### src/design/vpgc_pkg.sv
package vpgc_pkg;

  localparam logic [7:0]  ADDR_TERM_GAIN   = 8'h34;
  localparam logic [7:0]  ADDR_POWER_MODE  = 8'h35;
  localparam logic [7:0]  ADDR_BUF_FB      = 8'h36;
  localparam logic [7:0]  ADDR_CHAN_GAIN   = 8'h39;
  localparam logic [7:0]  ADDR_ATTEN_FILT  = 8'h3b;

  localparam logic [15:0] RST_TERM_GAIN    = 16'h0000;
  localparam logic [15:0] RST_POWER_MODE   = 16'h0000;
  localparam logic [15:0] RST_BUF_FB       = 16'h0000;
  localparam logic [15:0] RST_CHAN_GAIN    = 16'h0000;
  localparam logic [15:0] RST_ATTEN_FILT   = 16'h0000;

  // writable masks: reserved bits read as zero
  localparam logic [15:0] MASK_TERM_GAIN   = 16'hf7ff;
  localparam logic [15:0] MASK_POWER_MODE  = 16'hfcff;
  localparam logic [15:0] MASK_BUF_FB      = 16'h001f;
  localparam logic [15:0] MASK_CHAN_GAIN   = 16'hffff;
  localparam logic [15:0] MASK_ATTEN_FILT  = 16'h03fc;

  localparam int TERM_IND_LSB   = 0;
  localparam int TERM_IND_EN    = 5;
  localparam int TERM_PRESET_LSB = 6;
  localparam int TERM_ENABLE    = 8;
  localparam int COMMON_GAIN_LSB = 13;
  localparam int PER_CH_GAIN_EN = 15;
  localparam int PWR_LOW        = 10;
  localparam int PWR_MED        = 11;
  localparam int PWR_ATT_PGA    = 12;
  localparam int PWR_INAMP      = 13;
  localparam int PWR_PARTIAL    = 14;
  localparam int PWR_FULL       = 15;
  localparam int AF_HPF_LSB     = 2;
  localparam int AF_ATT_LSB     = 4;
  localparam int AF_ATT_EN      = 7;
  localparam int AF_BUF_ON      = 8;
  localparam int AF_TEST_ROUTE  = 9;

  localparam logic [1:0] GAIN_18DB = 2'h0;
  localparam logic [1:0] GAIN_24DB = 2'h1;
  localparam logic [1:0] GAIN_12DB = 2'h2;

  localparam logic [1:0] PRESET_50   = 2'h0;
  localparam logic [1:0] PRESET_100  = 2'h1;
  localparam logic [1:0] PRESET_200  = 2'h2;
  localparam logic [1:0] PRESET_400  = 2'h3;

  typedef enum logic [2:0] {
    VPGC_PWR_NORMAL = 3'b001,
    VPGC_PWR_MEDIUM = 3'b010,
    VPGC_PWR_LOW    = 3'b100
  } vpgc_pwr_mode_t;

  typedef struct packed {
    logic       attenuator_gain_stage_off;
    logic       input_amp_off;
    logic       chain_partial_off;
    logic       chain_full_off;
  } vpgc_power_t;

  typedef struct packed {
    logic [1:0] input_highpass_corner;
    logic       digital_atten_enable;
    logic [2:0] digital_atten_steps;
    logic       buffer_power_on;
    logic       gain_stage_test_route;
    logic [4:0] buffer_feedback_code;
  } vpgc_atten_t;

endpackage

### src/design/vpgc_regs.sv
`timescale 1ns/10ps
// Summary of operation
// - bit 11 selects medium power, low clear
// - bit 12 powers down attenuator and gain
// - bit 13 powers down input amplifier only
// - bit 14 partial chain power-down, fast wake
// - bit 15 full power-down, overrides bit 14
// - buffer feedback resistors selected bit by bit
// - buffer feedback effective only in test route
// - eight two-bit per-channel gain fields
// - bits 3:2 select high-pass corner
// - bits 6:4 digital attenuation in 6 dB steps
// - bit 7 selects digital attenuator control
// - bit 8 high turns buffer on
// - bit 9 routes gain outputs to test
// - individual termination code enables resistors
// - zero termination code means high impedance
// - preset termination decoded by input gain
// - bit 15 of 52 enables per-channel gain
// - individual termination needs enable bit 5
// - bit 10 selects low power, medium clear
module vpgc_regs
  import vpgc_pkg::*;
(
  input  wire logic        core_clk,
  input  wire logic        srst,
  input  wire logic        wb_cyc_i,
  input  wire logic        wb_stb_i,
  input  wire logic        wb_we_i,
  input  wire logic [7:0]  wb_adr_i,
  input  wire logic [3:0]  wb_sel_i,
  input  wire logic [31:0] wb_dat_i,
  output logic      [31:0] wb_dat_o,
  output logic             wb_ack_o,
  output logic             wb_err_o,
  output vpgc_pwr_mode_t   power_mode,
  output vpgc_power_t      power_ctl,
  output vpgc_atten_t      atten_ctl,
  output logic [4:0]       buffer_fb_active,
  output logic [15:0]      channel_gain,
  output logic [4:0]       termination_active,
  output logic             termination_enable
);

  logic [15:0] term_gain_reg;
  logic [15:0] power_mode_reg;
  logic [15:0] buf_fb_reg;
  logic [15:0] chan_gain_reg;
  logic [15:0] atten_filt_reg;
  logic        ack_reg;
  logic        err_reg;
  logic [31:0] rdata_reg;
  logic        req;
  logic        hit;
  logic [4:0]  adr_sel;
  logic        term_gain_we;
  logic        power_mode_we;
  logic        buf_fb_we;
  logic        chan_gain_we;
  logic        atten_filt_we;
  logic [15:0] rd_mux;

  // preset feedback code; 50 ohm unavailable at 12 dB gives high impedance
  function automatic logic [4:0] preset_code(input logic [1:0] preset,
                                             input logic [1:0] gain);
    logic [4:0] code;
    code = 5'h00;
    unique case (gain)
      GAIN_24DB: begin
        unique case (preset)
          PRESET_50:  code = 5'h01;
          PRESET_100: code = 5'h02;
          PRESET_200: code = 5'h04;
          PRESET_400: code = 5'h08;
        endcase
      end
      GAIN_12DB: begin
        unique case (preset)
          PRESET_50:  code = 5'h00;
          PRESET_100: code = 5'h03;
          PRESET_200: code = 5'h06;
          PRESET_400: code = 5'h0c;
        endcase
      end
      // reserved gain code falls back to the 18 dB set
      default: begin
        unique case (preset)
          PRESET_50:  code = 5'h07;
          PRESET_100: code = 5'h0e;
          PRESET_200: code = 5'h1c;
          PRESET_400: code = 5'h18;
        endcase
      end
    endcase
    return code;
  endfunction

  function automatic logic [15:0] merge(input logic [15:0] old,
                                        input logic [31:0] wd,
                                        input logic [3:0]  sel,
                                        input logic [15:0] mask);
    logic [15:0] v;
    v = old;
    if (sel[0]) begin
      v[7:0] = wd[7:0];
    end
    if (sel[1]) begin
      v[15:8] = wd[15:8];
    end
    return v & mask;
  endfunction

  // one-hot register select; all zero for an unmapped index
  function automatic logic [4:0] reg_decode(input logic [7:0] adr);
    logic [4:0] onehot;
    onehot = 5'h00;
    unique case (adr)
      ADDR_TERM_GAIN:  onehot = 5'h01;
      ADDR_POWER_MODE: onehot = 5'h02;
      ADDR_BUF_FB:     onehot = 5'h04;
      ADDR_CHAN_GAIN:  onehot = 5'h08;
      ADDR_ATTEN_FILT: onehot = 5'h10;
      default:         onehot = 5'h00;
    endcase
    return onehot;
  endfunction

  assign req = wb_cyc_i && wb_stb_i && !ack_reg && !err_reg;
  assign adr_sel = reg_decode(wb_adr_i);
  assign hit = |adr_sel;

  // a write lands at the edge that takes the request
  assign term_gain_we  = req && wb_we_i && adr_sel[0];
  assign power_mode_we = req && wb_we_i && adr_sel[1];
  assign buf_fb_we     = req && wb_we_i && adr_sel[2];
  assign chan_gain_we  = req && wb_we_i && adr_sel[3];
  assign atten_filt_we = req && wb_we_i && adr_sel[4];

  always_comb begin
    rd_mux = 16'h0000;
    unique case (wb_adr_i)
      ADDR_TERM_GAIN:  rd_mux = term_gain_reg;
      ADDR_POWER_MODE: rd_mux = power_mode_reg;
      ADDR_BUF_FB:     rd_mux = buf_fb_reg;
      ADDR_CHAN_GAIN:  rd_mux = chan_gain_reg;
      ADDR_ATTEN_FILT: rd_mux = atten_filt_reg;
      default:         rd_mux = 16'h0000;
    endcase
  end

  always_ff @(posedge core_clk) begin
    if (srst) begin
      ack_reg <= 1'b0;
      err_reg <= 1'b0;
    end else begin
      ack_reg <= req && hit;
      err_reg <= req && !hit;
    end
  end

  // read data stands only for the acknowledged cycle
  always_ff @(posedge core_clk) begin
    if (srst) begin
      rdata_reg <= 32'h0000_0000;
    end else begin
      rdata_reg <= (req && hit && !wb_we_i) ? {16'h0000, rd_mux} : 32'h0000_0000;
    end
  end

  assign wb_ack_o = ack_reg;
  assign wb_err_o = err_reg;
  assign wb_dat_o = rdata_reg;

  // reserved bits forced to zero regardless of host writes
  always_ff @(posedge core_clk) begin
    if (srst) begin
      term_gain_reg <= RST_TERM_GAIN;
    end else if (term_gain_we) begin
      term_gain_reg <= merge(term_gain_reg, wb_dat_i, wb_sel_i, MASK_TERM_GAIN);
    end
  end

  always_ff @(posedge core_clk) begin
    if (srst) begin
      power_mode_reg <= RST_POWER_MODE;
    end else if (power_mode_we) begin
      power_mode_reg <= merge(power_mode_reg, wb_dat_i, wb_sel_i, MASK_POWER_MODE);
    end
  end

  always_ff @(posedge core_clk) begin
    if (srst) begin
      buf_fb_reg <= RST_BUF_FB;
    end else if (buf_fb_we) begin
      buf_fb_reg <= merge(buf_fb_reg, wb_dat_i, wb_sel_i, MASK_BUF_FB);
    end
  end

  always_ff @(posedge core_clk) begin
    if (srst) begin
      chan_gain_reg <= RST_CHAN_GAIN;
    end else if (chan_gain_we) begin
      chan_gain_reg <= merge(chan_gain_reg, wb_dat_i, wb_sel_i, MASK_CHAN_GAIN);
    end
  end

  always_ff @(posedge core_clk) begin
    if (srst) begin
      atten_filt_reg <= RST_ATTEN_FILT;
    end else if (atten_filt_we) begin
      atten_filt_reg <= merge(atten_filt_reg, wb_dat_i, wb_sel_i, MASK_ATTEN_FILT);
    end
  end

  // power mode; both low and medium set is undefined, kept at normal
  always_ff @(posedge core_clk) begin
    if (srst) begin
      power_mode <= VPGC_PWR_NORMAL;
    end else begin
      unique case (power_mode_reg[PWR_MED:PWR_LOW])
        2'b10:   power_mode <= VPGC_PWR_MEDIUM;
        2'b01:   power_mode <= VPGC_PWR_LOW;
        default: power_mode <= VPGC_PWR_NORMAL;
      endcase
    end
  end

  always_ff @(posedge core_clk) begin
    if (srst) begin
      power_ctl <= '0;
    end else begin
      power_ctl.attenuator_gain_stage_off <= power_mode_reg[PWR_ATT_PGA];
      power_ctl.input_amp_off             <= power_mode_reg[PWR_INAMP];
      power_ctl.chain_full_off            <= power_mode_reg[PWR_FULL];
      power_ctl.chain_partial_off         <= power_mode_reg[PWR_PARTIAL] &&
                                             !power_mode_reg[PWR_FULL];
    end
  end

  always_ff @(posedge core_clk) begin
    if (srst) begin
      atten_ctl <= '0;
    end else begin
      atten_ctl.input_highpass_corner <= atten_filt_reg[AF_HPF_LSB +: 2];
      atten_ctl.digital_atten_enable  <= atten_filt_reg[AF_ATT_EN];
      atten_ctl.digital_atten_steps   <= atten_filt_reg[AF_ATT_EN] ?
                                         atten_filt_reg[AF_ATT_LSB +: 3] : 3'h0;
      atten_ctl.buffer_power_on       <= atten_filt_reg[AF_BUF_ON];
      atten_ctl.gain_stage_test_route <= atten_filt_reg[AF_TEST_ROUTE];
      atten_ctl.buffer_feedback_code  <= buf_fb_reg[4:0];
    end
  end

  // feedback code reaches the buffer only while the test route is on
  always_ff @(posedge core_clk) begin
    if (srst) begin
      buffer_fb_active <= 5'h00;
    end else begin
      buffer_fb_active <= atten_filt_reg[AF_TEST_ROUTE] ? buf_fb_reg[4:0] : 5'h00;
    end
  end

  // per-channel gain or common gain replicated to all eight channels
  always_ff @(posedge core_clk) begin
    if (srst) begin
      channel_gain <= 16'h0000;
    end else if (term_gain_reg[PER_CH_GAIN_EN]) begin
      channel_gain <= chan_gain_reg;
    end else begin
      channel_gain <= {8{term_gain_reg[COMMON_GAIN_LSB +: 2]}};
    end
  end

  always_ff @(posedge core_clk) begin
    if (srst) begin
      termination_enable <= 1'b0;
    end else begin
      termination_enable <= term_gain_reg[TERM_ENABLE];
    end
  end

  // individual code only once its enable is set, else the preset decoder
  always_ff @(posedge core_clk) begin
    if (srst) begin
      termination_active <= 5'h00;
    end else begin
      if (term_gain_reg[TERM_IND_EN]) begin
        termination_active <= term_gain_reg[TERM_IND_LSB +: 5];
      end else begin
        termination_active <= preset_code(term_gain_reg[TERM_PRESET_LSB +: 2],
                                          term_gain_reg[COMMON_GAIN_LSB +: 2]);
      end
    end
  end

endmodule

### config.mk
export PLATFORM = sky130hd
export DESIGN_NAME = vpgc_regs
export DESIGN_NICKNAME = d
export VERILOG_FILES = /design/src/design/vpgc_pkg.sv /design/src/design/vpgc_regs.sv
export SDC_FILE = /design/constraint.sdc
export NUM_CORES = 1
export LEC_CHECK = 0
export ABC_CLOCK_PERIOD_IN_PS = 2100
export BUFFER_PORTS_ARGS = -buffer_cell sky130_fd_sc_hd__buf_2
export CAP_MARGIN = 15
export CORE_MARGIN = 1.5
export CORE_UTILIZATION = 45
export DETAILED_ROUTE_END_ITERATION = 16
export PLACE_DENSITY_LB_ADDON = 0.15
export SETUP_SLACK_MARGIN = 0.1
export SYNTH_ARGS = -nofsm -noshare
export SYNTH_HDL_FRONTEND = slang
export SYNTH_SLANG_ARGS = --single-unit
### constraint.sdc
create_clock -name core_clk -period 2.1 [get_ports core_clk]
set_input_delay 0.105 -clock core_clk [delete_from_list [all_inputs] [get_ports core_clk]]
set_output_delay 0.105 -clock core_clk [all_outputs]
set_load 0.02 [all_outputs]
* Yosys cells after proc, flatten, opt, wreduce, memory -nomap -nowiden
Cells that the tools add are included.
** Word-level totals
- Register bits after elaboration :: 139
- Output and inout port bits :: 81
- Bits of input ports :: 49
- Word-level logic and storage cells :: 84
** Cells by class
- Reductions and logical operators :: 32
- Multiplexer cells :: 9
- Equal/unequal tests :: 12
- Bitwise gates (word level) :: 3
** Operator list (number)
- $pmux 16 s5 :: 1
- $pmux 5 s4 :: 3
- $eq 8x6->1 const B :: 5
- $pmux 5 s5 :: 1
- $reduce_and 2->1 :: 9
- $mux 16 :: 1
- $logic_and 1x1->1 :: 13
- $pmux 5 s2 :: 1
- $eq 2x2->1 const B :: 4
- $eq 2x1->1 const B :: 3
- $pmux 3 s2 :: 1
- $reduce_or 2->1 :: 3
- $logic_not 1->1 :: 5
- $mux 5 :: 1
- $reduce_or 5->1 :: 1
- $not 1->1 :: 3
- $logic_not 2->1 :: 1

* Logic depth before layout (Yosys ltp)
- Word-level depth :: 7
- Gate-level depth with buffers :: 7
- Gate-level depth less buffers :: 6

* Worst setup path before layout
OpenSTA, ideal clock, no wires.
- Kind :: register -> register
- Start point :: reg err_reg, in the netlist wb_err_o
- End point :: reg term_gain_reg[8]
- Cell stages (with the launch flop) :: 5
- Path slack :: 0.323 ns
- Arrival :: 1.656 ns
- Required time :: 1.979 ns
- Period minus slack after synthesis :: 1.777 ns
- Cells stage by stage :: dfxtp_1 -> nand4bb_1 -> buf_2 -> nor4_4 -> mux2_2
** Between the ends
- Longest elaborated chain between the ends :: 5
** RTL lines
- from (decl) :: line vpgc_regs.sv:51 : logic err_reg;
- from (signal assigned) :: line vpgc_regs.sv:157 : err_reg <= req && !hit;
- $logic_not 1->1 :: line vpgc_regs.sv:128 : assign req = wb_cyc_i && wb_stb_i && !ack_reg && !err_reg;
- $logic_and 1x1->1 :: line vpgc_regs.sv:128
- $logic_and 1x1->1 (2 in a row) :: line vpgc_regs.sv:133 : assign term_gain_we = req && wb_we_i && adr_sel[0];
- $reduce_and 2->1 (no source line)
- to (signal assigned) :: line vpgc_regs.sv:179 : term_gain_reg <= merge(term_gain_reg, wb_dat_i, wb_sel_i, MASK_TERM_GAIN);
- to (decl) :: line vpgc_regs.sv:45 : logic [15:0] term_gain_reg;
Every way passes these cells.
A chain may end at the register's enable or synchronous reset.

* Final worst setup path
- Start point :: reg err_reg, in the netlist wb_err_o
- End point :: reg chan_gain_reg[0]
** Between the ends
- Longest elaborated chain between the ends :: 5
** RTL lines
- $logic_not 1->1 :: line vpgc_regs.sv:128
- $logic_and 1x1->1 :: line vpgc_regs.sv:128
- $logic_and 1x1->1 (2 in a row) :: line vpgc_regs.sv:136 : assign chan_gain_we = req && wb_we_i && adr_sel[3];
- $reduce_and 2->1 (no source line)
- to (signal assigned) :: line vpgc_regs.sv:203 : chan_gain_reg <= merge(chan_gain_reg, wb_dat_i, wb_sel_i, MASK_CHAN_GAIN);
- to (decl) :: line vpgc_regs.sv:48 : logic [15:0] chan_gain_reg;
Every way passes these cells.

==> impl_metrics.json <==
{
  "outcome": "completed",
  "largest_register_ffs": 17,
  "hpwlAfterDp_mm": 8.04,
  "setup_tns_ns": 0,
  "grt_pass1_wl_mm": 18.6,
  "netlist_instances": 481,
  "worstPathMaxFanout": 8,
  "first_iter_violations": 160,
  "ys.flop_type": "dfxtp_1",
  "period_minus_slack_ns": 1.85,
  "hold_viol": 0,
  "fmax_ghz": 0.541,
  "syn2layout_area_growth_pct": 28.8,
  "final_layout_size_suffix_gt1_frac": 0.265,
  "setup.worst_path.class": "flop to flop",
  "cts_max_level": 4,
  "syn_avg_cell_area_um2": 10.1,
  "grt_overflow": 0,
  "ant_nets": 0,
  "crit_path_max_incr_delay_ns": 0.80,
  "track_usage": 0.215,
  "rows": 37,
  "n_antenna_cell": 0,
  "leakagePower_nw": 2.76,
  "synth_cell_types": 40,
  "initial_utilization": 0.467,
  "cap_viol_max_count": 0,
  "wl_mm": 11.5,
  "antenna_found_initial": 0,
  "critPathRequiredTime_ns": 2.50,
  "peakVddDrop_mv": 0.455,
  "path_cells": "nand4bb_1 > or4_1 > mux2i_1 > nor2_1",
  "max_slew_margin": 0.646,
  "clk_pin_slew_ns": 0.06,
  "cp_data_arrival_time_ns": 2.25,
  "critPathTopFamily": "simple AND/OR/NAND/NOR gates",
  "worstSetupStartpointType": "flop",
  "power_mw": 5.45,
  "cts_buffers": 17,
  "grt_start_max_net_pins": 95,
  "period_share": 0.880,
  "setup_ws_ns": 0.253,
  "holdCritPathClass": "input port to flop",
  "ys.warnings.count": 0,
  "viasPerCell": 5.01,
  "ys_seq_elements": 123,
  "syn-cell-area_mm2": 0.00487,
  "clkLatencyLatePin_ns": 0.52,
  "gp_congestion": 0.830,
  "skew_ns": 0.0104,
  "die_h_um": 107,
  "place_ws_ns": 0.242,
  "dr.pass1.iters": 4,
  "drv_slew": 0,
  "postLayoutCellArea_mm2": 0.00627,
  "placed_cells": 705,
  "hold_buffers": 17,
  "powerDensity_mw_per_mm2": 869,
  "rsz0062_at_grt": "false",
  "finalNetCount": 664,
  "synth_edf_count": 0,
  "end_kind": "flop",
  "clock-sinks": 123,
  "core_area_mm2": 0.0104,
  "port_buffers": 95,
  "ioPinCount": 130,
  "setup_viol": 0,
  "cts_tree": "yes",
  "synth-seq-area-share": 0.506,
  "clockBufferDepth": 2,
  "worst_pin_slew_ns": 0.523,
  "via_count": 3775,
  "grt_pass1_vias": 3686,
  "fin_cells": 754,
  "finish.utilization": 0.602,
  "route.detailed.drc": 0,
  "die_w_um": 107,
  "whs_ns": 0.0445,
  "dpl-instance-area_mm2": 0.00550,
  "cts_resized": 0,
  "wl_per_cell_um": 15.3,
  "ys_async_sr_fraction": 0,
  "die_area_mm2": 0.0114,
  "post-cts-setup-buffers": 0,
  "worstPathBufferInverterCount": 0,
  "root_buffer": "clkbuf_8",
  "cpMaxStageDelayCell": "or4_1"
}
tightest hold or removal path, cell delays in order:
cell	delay [ns]
buf_2	0.09
nor4bb_1	0.04
buf_4	0.15
and3_1	0.13
kinds of logic after synthesis:
kind of cell,after synthesis,synth area share
DFF,123,0.506
muxes,77,0.163
buffers and inverters,47,0.0496
and+or+nand+nor,167,0.186
adders and majority gates,10,0.0257
other,1,0.000771
AOI/OAI and AO/OA,56,0.0681
final timing paths:
path                     from          endpoint  slack [ns]  cells after the start
min reg2reg  chan_gain_reg[0]   channel_gain[0]        0.47                      2
max reg2reg          wb_err_o  chan_gain_reg[0]        0.25                      4
min               wb_adr_i[6]          wb_ack_o        0.04                      4
max                  wb_err_o  chan_gain_reg[0]        0.25                      4
where the power goes:
group	switching (mW)	internal, mW	leakage (nW)
clock network	1.03	1.86	0.280
registers	0.00140	2.34	0.991
logic	0.138	0.0797	1.48
cells in the mapped netlist (all sizes together) (2+ instances only):
cell type | instances | area (um^2)
a21oi | 28 | 140
a221oi | 2 | 17.5
a22oi | 12 | 90.1
and2 | 10 | 62.6
buf | 27 | 166
clkbuf | 14 | 52.6
dfxtp | 123 | 2460
ha | 10 | 125
inv | 6 | 22.5
mux2 | 19 | 214
mux2i | 58 | 581
nand2 | 25 | 93.8
nand2b | 4 | 25.0
nand3 | 2 | 10.0
nand3b | 2 | 15.0
nand4 | 2 | 12.5
nand4bb | 3 | 33.8
nor2 | 75 | 282
nor2b | 24 | 150
nor3 | 5 | 25.0
nor4 | 4 | 85.1
nor4bb | 3 | 30.0
o21ai | 9 | 45.0
o32ai | 2 | 17.5
layer usage:
| layer | share of wire | track usage |
|---|---|---|
| met1 | 0.47 | 0.278 |
| met2 | 0.47 | 0.341 |
| met3 | 0.048 | 0.0699 |
| met4 | 0.015 | 0.0667 |
| met5 | 0 | 0 |
cells in the final DEF (no fill, tap or decap), drive strengths merged, types with 5 or more instances in the layout:
cell	n
ha	10
mux2i	58
conb	16
a22oi	12
dlygate4sd3	17
clkbuf	21
o21ai	9
nor3	5
dfxtp	123
nor2	75
inv	6
a21oi	28
and2	10
nor2b	24
mux2	19
nand2	25
buf	114
cell type report:
cell class	count	area, um^2
inverter	6	22.5
sequential	123	2460
tap	136	170
fill	906	4150
clock buffer	21	449
clock inverter	11	144
multi-input combinational	326	2220
timing repair buffer	131	801
No activity file was read; power rests on OpenSTA's default activity.
